===== config.mk =====
export PLATFORM = sky130hd
export DESIGN_NAME = fp_control_status
export DESIGN_NICKNAME = d
export VERILOG_FILES = /design/src/fp_control_status_pkg.sv /design/src/fp_control_status.sv
export SDC_FILE = /design/constraint.sdc
export NUM_CORES = 1
export LEC_CHECK = 0
export ABC_AREA = 1
export BUFFER_PORTS_ARGS = -buffer_cell sky130_fd_sc_hd__buf_2
export CORE_MARGIN = 5
export CORE_UTILIZATION = 41
export DETAILED_ROUTE_END_ITERATION = 16
export HOLD_SLACK_MARGIN = 0.02
export PLACE_DENSITY = 0.79
export SLEW_MARGIN = 10
export SYNTH_ARGS = -nofsm -noshare
export SYNTH_HDL_FRONTEND = slang
export SYNTH_SLANG_ARGS = --single-unit

===== constraint.sdc =====
create_clock -name clk -period 0.8 [get_ports clk]
set_input_delay 0.12 -clock clk [delete_from_list [all_inputs] [get_ports clk]]
set_output_delay 0.12 -clock clk [all_outputs]
set_load 0.005 [all_outputs]

===== src/fp_control_status_pkg.sv =====
// Constants and types for the floating-point control and status register.
package fp_control_status_pkg;

    // ************************************************************
    // Field positions
    // ************************************************************
    localparam int          EE_BIT   = 0;
    localparam int          ROUND_LSB = 1;
    localparam int          ROUND_MSB = 2;
    localparam int          FLAG_LSB = 3;
    localparam int          FLAG_MSB = 11;
    localparam int          FLAG_W   = FLAG_MSB - FLAG_LSB + 1;

    // ************************************************************
    // Flag order inside the status field
    // ************************************************************
    localparam int          OVERFLOW_IDX  = 0;
    localparam int          UNDERFLOW_IDX = 1;
    localparam int          SIG_NAN_IDX   = 2;
    localparam int          QUIET_NAN_IDX = 3;
    localparam int          ZERO_IDX      = 4;
    localparam int          INEXACT_IDX   = 5;
    localparam int          INVALID_IDX   = 6;
    localparam int          UNBOUNDED_IDX = 7;
    localparam int          DIV_ZERO_IDX  = 8;

    // ************************************************************
    // Reset values
    // ************************************************************
    localparam logic        RESET_EE    = 1'h0;
    localparam logic [1:0]  RESET_ROUND = 2'h0;
    localparam logic [8:0]  RESET_FLAGS = 9'h000;

    // Flags that raise an exception when enabled: overflow, underflow,
    // signaling NaN, invalid and divide by zero.
    localparam logic [8:0]  EXC_CAUSE_MASK = 9'h147;

    // ************************************************************
    // Rounding modes
    // ************************************************************
    typedef enum logic [1:0] {
        FP_CONTROL_STATUS_RND_NEAREST = 2'h0,
        FP_CONTROL_STATUS_RND_ZERO    = 2'h1,
        FP_CONTROL_STATUS_RND_POS_INF = 2'h2,
        FP_CONTROL_STATUS_RND_NEG_INF = 2'h3
    } fp_control_status_round_t;

endpackage


===== src/fp_control_status.sv =====
// Floating-point control and status register with flag collection.
`timescale 1ns/1ns
`default_nettype none

// ************************************************************
// Behaviour
// RQ1: 32-bit register, readable and writable by software.
// RQ2: Completed instructions update the status flags.
// RQ3: Underflow uses tininess detected before rounding.
// RQ4: Writing zero flags clears all status flags; a flag raised by a completion in the same cycle is kept.
// RQ5: Handler clears flags before returning when enabled.
// RQ6: Bit 0 enables floating-point exceptions.
// RQ7: Bits 2-1 select the rounding mode.
// RQ8: Held rounding mode drives the datapath.
// RQ9: Exceptions raised only while enable bit set.
// RQ10: Flags sit in bits 3 to 11.
// RQ11: Flags stay readable after an exception.
// RQ12: Reserved bits read zero, writes ignored.
// RQ13: Reset clears every field to zero.
// ************************************************************

module fp_control_status #(
    parameter int XLEN = 32
) (
    input  wire logic            clk,
    input  wire logic            rst,
    input  wire logic            spr_we,
    input  wire logic            spr_re,
    input  wire logic [XLEN-1:0] spr_wdata,
    output var  logic [XLEN-1:0] spr_rdata,
    input  wire logic            fpu_done,
    input  wire logic            fpu_overflow,
    input  wire logic            fpu_tiny,
    input  wire logic            fpu_snan,
    input  wire logic            fpu_qnan,
    input  wire logic            fpu_zero,
    input  wire logic            fpu_inexact,
    input  wire logic            fpu_invalid,
    input  wire logic            fpu_infinite,
    input  wire logic            fpu_div_zero,
    output var  logic            fp_exc_enable,
    output var  logic [1:0]      round_select,
    output var  logic            fp_exception
);

    // ************************************************************
    // Elaboration checks
    // ************************************************************
    // Wider cores keep the same low fields; the rest stays reserved.
    if (XLEN < 32) begin : g_bad_xlen
        $error("fp_control_status: XLEN must be at least 32");
    end

    // ************************************************************
    // State
    // ************************************************************
    typedef struct packed {
        logic                 ee;
        fp_control_status_pkg::fp_control_status_round_t round;
        logic [8:0]           flags;
        logic [XLEN-1:0]      rdata;
        logic                 exc;
    } fp_control_status_state_t;

    fp_control_status_state_t q;
    fp_control_status_state_t next_q;

    logic [8:0] new_flags;
    logic       underflow;

    // ************************************************************
    // Functions
    // ************************************************************
    function automatic logic [XLEN-1:0] pack_csr(
        input logic       ee,
        input logic [1:0] round,
        input logic [8:0] flags
    );
        logic [XLEN-1:0] v;
        v = '0; // see RQ12
        v[fp_control_status_pkg::EE_BIT] = ee;
        v[fp_control_status_pkg::ROUND_MSB:fp_control_status_pkg::ROUND_LSB] = round;
        v[fp_control_status_pkg::FLAG_MSB:fp_control_status_pkg::FLAG_LSB] = flags;
        return v;
    endfunction

    function automatic logic [8:0] wdata_flags(
        input logic [XLEN-1:0] w
    );
        return w[fp_control_status_pkg::FLAG_MSB:fp_control_status_pkg::FLAG_LSB];
    endfunction

    // ************************************************************
    // Next state
    // ************************************************************
    always_comb begin
        // Tininess is judged on the unrounded result. With traps on, a
        // tiny result underflows even when exact, as the standard asks.
        underflow = fpu_tiny & (fpu_inexact | q.ee); // see RQ3
        new_flags = '0;
        new_flags[fp_control_status_pkg::OVERFLOW_IDX]  = fpu_overflow; // see RQ10
        new_flags[fp_control_status_pkg::UNDERFLOW_IDX] = underflow;
        new_flags[fp_control_status_pkg::SIG_NAN_IDX]   = fpu_snan;
        new_flags[fp_control_status_pkg::QUIET_NAN_IDX] = fpu_qnan;
        new_flags[fp_control_status_pkg::ZERO_IDX]      = fpu_zero;
        new_flags[fp_control_status_pkg::INEXACT_IDX]   = fpu_inexact;
        new_flags[fp_control_status_pkg::INVALID_IDX]   = fpu_invalid;
        new_flags[fp_control_status_pkg::UNBOUNDED_IDX] = fpu_infinite;
        new_flags[fp_control_status_pkg::DIV_ZERO_IDX]  = fpu_div_zero;
        if (!fpu_done) begin
            new_flags = '0;
        end

        next_q = q;
        if (spr_re) begin
            next_q.rdata = pack_csr(q.ee, q.round, q.flags); // see RQ1
        end
        if (spr_we) begin
            // Upper bits of the write word are simply not stored.
            next_q.ee = spr_wdata[fp_control_status_pkg::EE_BIT]; // see RQ6
            next_q.round = fp_control_status_pkg::fp_control_status_round_t'(
                spr_wdata[fp_control_status_pkg::ROUND_MSB:fp_control_status_pkg::ROUND_LSB]); // see RQ7
            // A flag raised in the clearing cycle survives the clear.
            next_q.flags = wdata_flags(spr_wdata) | new_flags; // see RQ4
        end else begin
            // Flags are sticky so the handler can still see the cause.
            next_q.flags = q.flags | new_flags; // see RQ2, RQ11
        end
        next_q.exc = q.ee & |(new_flags & fp_control_status_pkg::EXC_CAUSE_MASK); // see RQ9

        if (rst) begin
            next_q.ee    = fp_control_status_pkg::RESET_EE; // see RQ13
            next_q.round = fp_control_status_pkg::fp_control_status_round_t'(fp_control_status_pkg::RESET_ROUND);
            next_q.flags = fp_control_status_pkg::RESET_FLAGS;
            next_q.rdata = '0;
            next_q.exc   = 1'h0;
        end
    end

    always_ff @(posedge clk) begin
        q <= next_q;
    end

    // ************************************************************
    // Outputs
    // ************************************************************
    assign spr_rdata     = q.rdata;
    assign fp_exc_enable = q.ee;
    assign round_select  = q.round; // see RQ8
    assign fp_exception  = q.exc;

    // ************************************************************
    // Assertions
    // ************************************************************
    reserved_zero_a: assert property (@(posedge clk) disable iff (rst) // see RQ12
        spr_rdata[XLEN-1:fp_control_status_pkg::FLAG_MSB+1] == '0)
        else $error("reserved bits read nonzero");

    read_value_a: assert property (@(posedge clk) disable iff (rst) // see RQ1
        spr_re |=> spr_rdata == pack_csr($past(q.ee), $past(q.round), $past(q.flags)))
        else $error("read data does not match register");

    enable_write_a: assert property (@(posedge clk) disable iff (rst) // see RQ6
        spr_we |=> fp_exc_enable == $past(spr_wdata[fp_control_status_pkg::EE_BIT]))
        else $error("enable bit not written");

    round_write_a: assert property (@(posedge clk) disable iff (rst) // see RQ8
        spr_we |=> round_select == $past(spr_wdata[fp_control_status_pkg::ROUND_MSB:fp_control_status_pkg::ROUND_LSB]))
        else $error("rounding mode not written");

    flag_set_a: assert property (@(posedge clk) disable iff (rst) // see RQ2
        fpu_done && fpu_overflow |=> q.flags[fp_control_status_pkg::OVERFLOW_IDX] ##1
        (q.flags[fp_control_status_pkg::OVERFLOW_IDX] || $past(spr_we)))
        else $error("overflow flag not set");

    flag_clear_a: assert property (@(posedge clk) disable iff (rst) // see RQ4
        spr_we && wdata_flags(spr_wdata) == '0 && !fpu_done |=> q.flags == '0)
        else $error("flags not cleared by zero write");

    tiny_inexact_a: assert property (@(posedge clk) disable iff (rst) // see RQ3
        fpu_done && fpu_tiny && fpu_inexact |=> q.flags[fp_control_status_pkg::UNDERFLOW_IDX])
        else $error("tiny inexact result missed underflow");

    tiny_exact_a: assert property (@(posedge clk) disable iff (rst) // see RQ3
        fpu_done && fpu_tiny && !fpu_inexact && !q.ee && !spr_we &&
        !q.flags[fp_control_status_pkg::UNDERFLOW_IDX] |=> !q.flags[fp_control_status_pkg::UNDERFLOW_IDX])
        else $error("exact tiny result flagged underflow");

    exc_gate_a: assert property (@(posedge clk) disable iff (rst) // see RQ9
        !fp_exc_enable |=> !fp_exception)
        else $error("exception raised while disabled");

    exc_cause_a: assert property (@(posedge clk) disable iff (rst) // see RQ9
        fp_exc_enable && fpu_done && fpu_div_zero |=> fp_exception ##0
        q.flags[fp_control_status_pkg::DIV_ZERO_IDX])
        else $error("enabled divide by zero gave no exception");

    flags_hold_a: assert property (@(posedge clk) disable iff (rst) // see RQ11
        fp_exception |-> !spr_we && !fpu_done |=> $stable(q.flags))
        else $error("flags changed without cause");

    reset_clear_a: assert property (@(posedge clk) // see RQ13
        rst |=> pack_csr(q.ee, q.round, q.flags) == '0 && !fp_exception && spr_rdata == '0)
        else $error("reset did not clear register");

    // Each flag input gets its own check so a miswired index shows at once.
    snan_set_a: assert property (@(posedge clk) disable iff (rst) // see RQ2
        fpu_done && fpu_snan |=> q.flags[fp_control_status_pkg::SIG_NAN_IDX])
        else $error("signaling NaN flag not set");

    qnan_set_a: assert property (@(posedge clk) disable iff (rst) // see RQ2
        fpu_done && fpu_qnan |=> q.flags[fp_control_status_pkg::QUIET_NAN_IDX])
        else $error("quiet NaN flag not set");

    zero_set_a: assert property (@(posedge clk) disable iff (rst) // see RQ2
        fpu_done && fpu_zero |=> q.flags[fp_control_status_pkg::ZERO_IDX])
        else $error("zero result flag not set");

    inexact_set_a: assert property (@(posedge clk) disable iff (rst) // see RQ2
        fpu_done && fpu_inexact |=> q.flags[fp_control_status_pkg::INEXACT_IDX])
        else $error("inexact flag not set");

    invalid_set_a: assert property (@(posedge clk) disable iff (rst) // see RQ2
        fpu_done && fpu_invalid |=> q.flags[fp_control_status_pkg::INVALID_IDX])
        else $error("invalid flag not set");

    unbounded_set_a: assert property (@(posedge clk) disable iff (rst) // see RQ2
        fpu_done && fpu_infinite |=> q.flags[fp_control_status_pkg::UNBOUNDED_IDX])
        else $error("infinite result flag not set");

    div_zero_set_a: assert property (@(posedge clk) disable iff (rst) // see RQ2
        fpu_done && fpu_div_zero |=> q.flags[fp_control_status_pkg::DIV_ZERO_IDX])
        else $error("divide by zero flag not set");

    flags_sticky_a: assert property (@(posedge clk) disable iff (rst) // see RQ2
        !spr_we |=> (q.flags & $past(q.flags)) == $past(q.flags))
        else $error("flag dropped without a write");

    flags_idle_a: assert property (@(posedge clk) disable iff (rst) // see RQ2
        !spr_we && !fpu_done |=> $stable(q.flags))
        else $error("flags changed while idle");

    flags_write_a: assert property (@(posedge clk) disable iff (rst) // see RQ4
        spr_we && !fpu_done |=> q.flags == $past(wdata_flags(spr_wdata)))
        else $error("written flags not stored");

    flag_place_a: assert property (@(posedge clk) disable iff (rst) // see RQ10
        spr_re |=> spr_rdata[fp_control_status_pkg::FLAG_MSB:fp_control_status_pkg::FLAG_LSB] == $past(q.flags))
        else $error("flags read from wrong bits");

    underflow_trap_a: assert property (@(posedge clk) disable iff (rst) // see RQ3
        fpu_done && fpu_tiny && q.ee |=> q.flags[fp_control_status_pkg::UNDERFLOW_IDX])
        else $error("trapped tiny result missed underflow");

    tiny_absent_a: assert property (@(posedge clk) disable iff (rst) // see RQ3
        fpu_done && !fpu_tiny && !spr_we &&
        !q.flags[fp_control_status_pkg::UNDERFLOW_IDX] |=> !q.flags[fp_control_status_pkg::UNDERFLOW_IDX])
        else $error("underflow without tiny result");

    enable_hold_a: assert property (@(posedge clk) disable iff (rst) // see RQ6
        !spr_we |=> $stable(fp_exc_enable))
        else $error("enable bit changed without write");

    round_hold_a: assert property (@(posedge clk) disable iff (rst) // see RQ8
        !spr_we |=> $stable(round_select))
        else $error("rounding mode changed without write");

    // Read data is held between reads so a stalled move still sees its word.
    rdata_hold_a: assert property (@(posedge clk) disable iff (rst) // see RQ1
        !spr_re |=> $stable(spr_rdata))
        else $error("read data changed without read");

    exc_idle_a: assert property (@(posedge clk) disable iff (rst) // see RQ9
        !fpu_done |=> !fp_exception)
        else $error("exception without completion");

    exc_overflow_a: assert property (@(posedge clk) disable iff (rst) // see RQ9
        fp_exc_enable && fpu_done && fpu_overflow |=> fp_exception)
        else $error("enabled overflow gave no exception");

    exc_tiny_a: assert property (@(posedge clk) disable iff (rst) // see RQ9
        fp_exc_enable && fpu_done && fpu_tiny |=> fp_exception)
        else $error("enabled underflow gave no exception");

    exc_snan_a: assert property (@(posedge clk) disable iff (rst) // see RQ9
        fp_exc_enable && fpu_done && fpu_snan |=> fp_exception)
        else $error("enabled signaling NaN gave no exception");

    exc_invalid_a: assert property (@(posedge clk) disable iff (rst) // see RQ9
        fp_exc_enable && fpu_done && fpu_invalid |=> fp_exception)
        else $error("enabled invalid gave no exception");

    exc_quiet_a: assert property (@(posedge clk) disable iff (rst) // see RQ9
        fpu_done && !fpu_overflow && !fpu_tiny && !fpu_snan && !fpu_invalid && !fpu_div_zero |=> !fp_exception)
        else $error("exception from a non-causing result");

endmodule

`default_nettype wire


==> results of run 1 <==
worst register-to-register path, cell delays in order (launching register included):
cell     delay [ns]
dfxtp_2        0.35
buf_6          0.11
buf_4          0.13
inv_2          0.05
a21oi_1        0.05
power by group through the flow:
stage	clock network, mW	logic, mW	registers, mW
after floorplan	0	0.346	1.39
after global placement	0	0.411	1.40
after detailed placement	0	0.418	1.40
after CTS	0.613	0.458	1.38
after global routing	0.659	0.544	1.40
final	0.577	0.485	1.39
cell usage after synthesis:
library cell,count,area (um^2)
buf_4,37,278
nor2_1,25,93.8
a31oi_1,2,12.5
dfxtp_1,25,500
a21oi_1,5,25.0
buf_2,3,15.0
nand3_1,6,30.0
o21ai_0,14,70.1
inv_1,9,33.8
nand2_1,35,131
inv_2,3,11.3
conb_1,1,3.75
o21ai_1,3,15.0
cells by family after synthesis:
group / count (synthesis) / synth area share
other cells: 1 / 0.00307
flops: 25 / 0.410
compound gates: 24 / 0.101
simple gates: 66 / 0.209
buf+inv: 52 / 0.277
flip-flops by register name, indices dropped and copies added, names as in the netlist:
signal	cells
round_select	2
q	9
spr_rdata	12
fp_exception	1
fp_exc_enable	1
cell type report:
class / instances / area share
Timing Repair Buffer: 59 / 0.276
Sequential cell: 25 / 0.346
Tap cell: 31 / 0.0258
Clock inverter: 1 / 0.00500
Clock buffer: 3 / 0.0150
Inverter: 12 / 0.0300
Multi-Input combinational cell: 110 / 0.301
per-layer routing:
metal / part of all wire / wire length, um / vias up
met5: 0 / 0 / -
met4: 0.013 / 35 / 0
met3: 0.086 / 237 / 4
met2: 0.48 / 1330 / 34
met1: 0.42 / 1150 / 471
li1: - / - / 552
cell usage in the layout, fill, tap and decap left out, drive strengths merged:
master       instances
buf                 58
clkbuf               3
conb                20
nand2               35
nand3                6
a31oi                2
nor2                25
clkinvlp             1
a21oi                5
inv                 12
o21ai               17
dfxtp               25
dlygate4sd3          1
final timing paths:
kind                      to  slack (ns)  cells after the start
max reg2reg     spr_rdata[0]        0.01                      4
max            fp_exc_enable       -0.20                      2
min reg2reg     spr_rdata[4]        0.46                      2
min          round_select[1]        0.03                      3
what timing repair did:
action / CTS / global route
endpoints found under the setup margin: 16 / 21
setup buffers: 3 / 3
hold buffers: 1 / 0
endpoints found under the hold margin: 1 / 0
resized for setup: 20 / 7
pin swaps: 0 / 0
metrics by stage:
| step | utilization | instance area, um^2 |
|---|---|---|
| global placement | 0.481 | 1350 |
| detailed placement | 0.481 | 1350 |
| floorplan | - | 1290 |
| CTS | 0.520 | 1460 |
| global route | 0.536 | 1500 |
| finish | 0.536 | 1500 |
==> impl_metrics.prom, run 1 <==
# TYPE chip_impl_metric gauge
chip_impl_info{name="status",value="finished, violations left"} 1
chip_impl_info{name="failed_checks",value="setup timing"} 1
chip_impl_metric{name="power_report.internal_total",unit="mW"} 1.79
chip_impl_metric{name="finalSetupViolCount",unit=""} 16
chip_impl_metric{name="grt_antenna_before_repair",unit=""} 0
chip_impl_metric{name="dpl.cell_count",unit=""} 230
chip_impl_metric{name="cts.sink_count",unit=""} 25
chip_impl_metric{name="hold_viol_final",unit=""} 0
chip_impl_metric{name="placeableCoreArea",unit="um^2"} 2810
chip_impl_metric{name="initial_cell_density_of_the_core",unit=""} 0.435
chip_impl_metric{name="cts_made_buffers",unit=""} 3
chip_impl_info{name="crit_path_top_delay_cell",value="dfxtp_2"} 1
chip_impl_info{name="busiest_layer",value="met2"} 1
chip_impl_metric{name="post-route-drc-count",unit=""} 0
chip_impl_metric{name="layout-drive-gt1-share",unit=""} 0.390
chip_impl_metric{name="detail_route.wl_per_cell",unit="um"} 11.4
chip_impl_metric{name="h-tree-depth",unit=""} 1
chip_impl_metric{name="postRouteAntennaNets",unit=""} 0
chip_impl_metric{name="grt_pass1_vias",unit=""} 979
chip_impl_metric{name="yosys_warnings",unit=""} 0
chip_impl_metric{name="post_synth_instance_area",unit="um^2"} 1220
chip_impl_metric{name="dp_worst_setup_slack",unit="ns"} -0.0214
chip_impl_metric{name="postLayoutSetupSlackWorst",unit="ns"} -0.204
chip_impl_metric{name="syn_avg_cell_area",unit="um^2"} 7.26
chip_impl_metric{name="via_count",unit=""} 1061
chip_impl_metric{name="first_iter_violations",unit=""} 51
chip_impl_metric{name="grt.met1_usage",unit=""} 0.150
chip_impl_metric{name="instances_no_fill",unit=""} 241
chip_impl_info{name="end_kind",value="primary output"} 1
chip_impl_metric{name="seq_area_frac_synth",unit=""} 0.410
chip_impl_metric{name="power.leakage",unit="nW"} 0.827
chip_impl_info{name="root_buffer",value="clkbuf_4"} 1
chip_impl_metric{name="clk_pin_slew",unit="ns"} 0.14
chip_impl_metric{name="seq_area",unit="um^2"} 520
chip_impl_metric{name="design.die.area",unit="um^2"} 4170
chip_impl_metric{name="timing.final.max_slew_violations",unit=""} 0
chip_impl_metric{name="met2_layer_usage_reported_by_global_route",unit=""} 0.223
chip_impl_info{name="worst_setup_path_start_kind",value="flop"} 1
chip_impl_metric{name="power.sequential.fraction",unit=""} 0.566
chip_impl_metric{name="timing.fmax",unit="MHz"} 996
chip_impl_metric{name="number_of_top_level_pins",unit=""} 82
chip_impl_metric{name="count_of_max_cap_constraint_violations",unit=""} 0
chip_impl_metric{name="post_synth_inst_count",unit=""} 168
chip_impl_metric{name="global_placement_routability_congestion",unit=""} 0.770
chip_impl_metric{name="fin_worst_hold_slack",unit="ns"} 0.0292
chip_impl_metric{name="row_count",unit=""} 19
chip_impl_info{name="hp-class",value="in2reg"} 1
chip_impl_info{name="rr_startpoint",value="fp_exc_enable"} 1
chip_impl_metric{name="pwr-share-clk",unit=""} 0.236
chip_impl_metric{name="synthesized_flop_and_latch_total",unit=""} 25
chip_impl_metric{name="grt_start_max_net_pins",unit=""} 16
chip_impl_metric{name="layout-area-overhead-vs-synth",unit="%"} 23.2
chip_impl_metric{name="worst-path-buf-inv",unit=""} 2
chip_impl_info{name="cpMostUsedCell",value="buf_6"} 1
chip_impl_metric{name="post-dp-hpwl",unit="um"} 2080
chip_impl_info{name="critical_path_class",value="reg2out"} 1
chip_impl_info{name="tritoncts",value="done"} 1
chip_impl_metric{name="setup_total_negative_slack",unit="ns"} -1.64
chip_impl_metric{name="grt.overflow.total",unit=""} 0
chip_impl_metric{name="worst_path_largest_cell_delay",unit="ns"} 0.35
chip_impl_metric{name="avg_vias_per_cell",unit=""} 4.40
chip_impl_metric{name="finalWorstPathRequiredPeriod",unit="ns"} 1.00
chip_impl_metric{name="floorplan.die.width",unit="um"} 64.5
chip_impl_metric{name="global_route.usage.total",unit=""} 0.131
chip_impl_metric{name="buffer_ports.inserted",unit=""} 41
chip_impl_metric{name="fillers",unit=""} 289
chip_impl_metric{name="use_met3",unit=""} 0.0432
chip_impl_info{name="critical_path.top_delay_family",value="flip-flops"} 1
chip_impl_metric{name="clk_path_buf_depth",unit=""} 2
chip_impl_metric{name="ir_drop",unit="uV"} 721
chip_impl_metric{name="netlist-cell-type-count",unit=""} 13
chip_impl_metric{name="die-height",unit="um"} 64.5
chip_impl_metric{name="layout_worst_path_cycle_share",unit=""} 1.26
chip_impl_metric{name="critical_path.max_fanout",unit=""} 2
chip_impl_info{name="hold_start",value="spr_wdata[2]"} 1
chip_impl_metric{name="power.density",unit="nW/um^2"} 1630
chip_impl_info{name="worst_path_cell_trace",value="buf_6 -> buf_6"} 1
chip_impl_metric{name="design.final.nets",unit=""} 257
chip_impl_metric{name="number_of_search_and_repair_iterations_in_the_first_detailed_routing_pass",unit=""} 4
chip_impl_info{name="worst_setup_path_startpoint",value="fp_exc_enable"} 1
chip_impl_metric{name="critPathRequiredTime",unit="ns"} 0.68
chip_impl_metric{name="sw_frac_of_total",unit=""} 0.270
chip_impl_metric{name="post_layout_total_power",unit="mW"} 2.45
chip_impl_metric{name="clock_skew",unit="ns"} 0.00200
chip_impl_metric{name="switching_power",unit="mW"} 0.662
chip_impl_metric{name="grt_first_pass_wirelength",unit="um"} 4250
chip_impl_metric{name="critPathArrivalTime",unit="ns"} 0.88
chip_impl_metric{name="share_comb_of_total_power",unit=""} 0.198
chip_impl_metric{name="clk_latency",unit="ns"} 0.32
chip_impl_info{name="rsz0062_at_grt",value="yes"} 1
chip_impl_metric{name="multi_input_comb_area",unit="um^2"} 453
chip_impl_metric{name="insertedDiodeCount",unit=""} 0
chip_impl_metric{name="drt-total-wl",unit="um"} 2750
Power figures use the tool's default switching activity.
==> run 2: changes to the inputs <==
- SETUP_SLACK_MARGIN: unset -> 0.15
==> run 2 against run 1 <==
The run still ends with setup timing left; first-iteration DRC count fell by 14%; cell count fell by 3.3%; core utilization rose by 0.71 points; power rose by 0.26%; largest power group unchanged.
==> impl_metrics.prom, run 2 (synthesis results as in run 1) <==
# TYPE chip_impl_metric gauge
chip_impl_metric{name="global_route.usage.total",unit=""} 0.122
chip_impl_metric{name="grt_start_max_net_pins",unit=""} 15
chip_impl_info{name="worst_setup_path_start_kind",value="flop"} 1
chip_impl_metric{name="design_area",unit="um^2"} 1520
chip_impl_metric{name="clk_latency",unit="ns"} 0.31
chip_impl_metric{name="timing.fmax",unit="MHz"} 1120
chip_impl_info{name="status",value="finished, violations left"} 1
chip_impl_metric{name="cts_made_buffers",unit=""} 3
chip_impl_metric{name="layout-drive-gt1-share",unit=""} 0.485
chip_impl_metric{name="power.sequential.fraction",unit=""} 0.570
chip_impl_metric{name="row_count",unit=""} 19
chip_impl_metric{name="grt_pass1_vias",unit=""} 859
chip_impl_metric{name="power_report.internal_total",unit="mW"} 1.79
chip_impl_metric{name="power.density",unit="nW/um^2"} 1610
chip_impl_info{name="failed_checks",value="setup timing"} 1
chip_impl_metric{name="floorplan.die.width",unit="um"} 64.5
chip_impl_metric{name="post_layout_total_power",unit="mW"} 2.45
chip_impl_metric{name="timing.hold.worst_path_depth",unit=""} 2
chip_impl_metric{name="instances_no_fill",unit=""} 233
chip_impl_info{name="final_common_cell",value="buf_2"} 1
chip_impl_metric{name="clk_path_buf_depth",unit=""} 2
chip_impl_metric{name="share_comb_of_total_power",unit=""} 0.204
chip_impl_metric{name="cts.sink_count",unit=""} 25
chip_impl_metric{name="buffer_ports.inserted",unit=""} 41
chip_impl_metric{name="avg_vias_per_cell",unit=""} 4.42
chip_impl_metric{name="count_of_max_cap_constraint_violations",unit=""} 0
chip_impl_metric{name="pwr-share-clk",unit=""} 0.226
chip_impl_metric{name="worst_path_largest_cell_delay",unit="ns"} 0.36
chip_impl_metric{name="placeableCoreArea",unit="um^2"} 2810
chip_impl_info{name="tritoncts",value="done"} 1
chip_impl_metric{name="critPathArrivalTime",unit="ns"} 0.78
chip_impl_metric{name="placedInstanceArea",unit="um^2"} 1290
chip_impl_metric{name="rr_worst_depth",unit=""} 3
chip_impl_metric{name="finalWorstPathRequiredPeriod",unit="ns"} 0.896
chip_impl_metric{name="critPathRequiredTime",unit="ns"} 0.68
chip_impl_metric{name="largest_register_ffs",unit=""} 12
chip_impl_metric{name="grt.overflow.total",unit=""} 0
chip_impl_metric{name="critical_path.max_fanout",unit=""} 2
chip_impl_info{name="hp-class",value="in2reg"} 1
chip_impl_metric{name="insertedDiodeCount",unit=""} 0
chip_impl_metric{name="grt_antenna_before_repair",unit=""} 0
chip_impl_metric{name="post-route-drc-count",unit=""} 0
chip_impl_metric{name="via_count",unit=""} 1029
chip_impl_metric{name="clk_pin_slew",unit="ns"} 0.13
chip_impl_info{name="critical_path_class",value="reg2out"} 1
chip_impl_metric{name="layout-area-overhead-vs-synth",unit="%"} 24.8
chip_impl_metric{name="layout_worst_path_cycle_share",unit=""} 1.12
chip_impl_info{name="most-common-layout-cells",value="buf_2 (32), nand2_1 (31), nor2_1 (22), dfxtp_2 (22), conb_1 (20)"} 1
chip_impl_info{name="end_kind",value="primary output"} 1
chip_impl_metric{name="finalSetupViolCount",unit=""} 18
chip_impl_metric{name="power.leakage",unit="nW"} 0.808
chip_impl_metric{name="die-height",unit="um"} 64.5
chip_impl_metric{name="h-tree-depth",unit=""} 1
chip_impl_metric{name="post-dp-hpwl",unit="um"} 2010
chip_impl_metric{name="design.die.area",unit="um^2"} 4170
chip_impl_metric{name="timing.final.max_slew_violations",unit=""} 0
chip_impl_metric{name="worst-path-buf-inv",unit=""} 1
chip_impl_metric{name="design.final.nets",unit=""} 249
chip_impl_info{name="worst_path_cell_trace",value="buf_6"} 1
chip_impl_metric{name="sw_frac_of_total",unit=""} 0.270
chip_impl_info{name="critical_path.top_delay_family",value="flip-flops"} 1
chip_impl_info{name="crit_path_top_delay_cell",value="dfxtp_2"} 1
chip_impl_metric{name="grt_first_pass_wirelength",unit="um"} 3930
chip_impl_info{name="root_buffer",value="clkbuf_4"} 1
chip_impl_metric{name="dpl.cell_count",unit=""} 224
chip_impl_metric{name="switching_power",unit="mW"} 0.664
chip_impl_metric{name="final_core_utilization",unit=""} 0.543
chip_impl_metric{name="first_iter_violations",unit=""} 44
chip_impl_metric{name="crit_cells",unit=""} 1
chip_impl_metric{name="number_of_search_and_repair_iterations_in_the_first_detailed_routing_pass",unit=""} 4
chip_impl_metric{name="hold_viol_final",unit=""} 0
chip_impl_metric{name="detail_route.wl_per_cell",unit="um"} 11.8
chip_impl_info{name="rsz0062_at_grt",value="yes"} 1
chip_impl_metric{name="postRouteAntennaNets",unit=""} 0
chip_impl_metric{name="clock_skew",unit="ns"} 0.00283
chip_impl_metric{name="number_of_top_level_pins",unit=""} 82
chip_impl_metric{name="drt-total-wl",unit="um"} 2750
chip_impl_metric{name="dp_worst_setup_slack",unit="ns"} 0.0290
chip_impl_metric{name="global_placement_routability_congestion",unit=""} 0.762
chip_impl_metric{name="initial_cell_density_of_the_core",unit=""} 0.435
chip_impl_metric{name="postLayoutSetupSlackWorst",unit="ns"} -0.0961
chip_impl_metric{name="ir_drop",unit="uV"} 768
chip_impl_metric{name="fillers",unit=""} 281
==> run 2: cell count changes in the layout (fill, tap and decap cells not counted), sizes merged <==
cell         previous run  this run
clkinvlp                1         0
clkbuf                  3         4
dlygate4sd3             1         0
buf                    58        51
==> run 2: cell type report <==
class	count	area [um^2]	share of cell area
inverters	12	45.0	0.0296
clock buffers	4	26.3	0.0173
multi-input cells	110	528	0.347
flip-flops and latches	25	528	0.347
repair buffers	51	357	0.234
well taps	31	38.8	0.0255
==> run 2: path summary, 6_finish.rpt <==
kind,startpoint,end,slack [ns]
max,round_select[1],round_select[1],-0.1
min,rst,q[34],0.008
max reg2reg,fp_exc_enable,fp_exception,-0.01
min reg2reg,q[34],spr_rdata[4],0.47
==> run 2: what timing repair did <==
| action | 4_1_cts | 5_1_grt |
|---|---|---|
| cloned | 0 | 0 |
| endpoints found under the setup margin | 18 | 36 |
| pin swaps | 10 | 11 |
| resized for setup | 23 | 39 |
| endpoints found under the hold margin | 5 | 3 |
| setup buffers | 3 | 2 |
==> run 2: power groups by stage <==
stage	clock, mW	sequential [mW]	combinational, mW
after floorplan	0	1.40	0.346
after global placement	0	1.40	0.379
final	0.554	1.40	0.501
after CTS	0.572	1.38	0.426
after detailed placement	0	1.40	0.384
after global routing	0.612	1.41	0.563
==> run 2: per-stage QoR <==
| step | TNS, ns | hold WS [ns] |
|---|---|---|
| after floorplan | 0 | 0.189 |
| after global placement | 0 | 0.341 |
| after detailed placement | 0 | 0.345 |
| after CTS | -1.46 | 0.000902 |
| after global routing | -1.93 | -0.000406 |
| final | -1.36 | 0.00825 |
==> run 2: layer usage <==
layer  vias to the layer above  track usage  wire length (um)
met4                         0       0.0396                19
met5                         -            0                 0
li1                        537            -                 -
met1                       459        0.155              1160
met2                        31        0.204              1390
met3                         2       0.0276               178
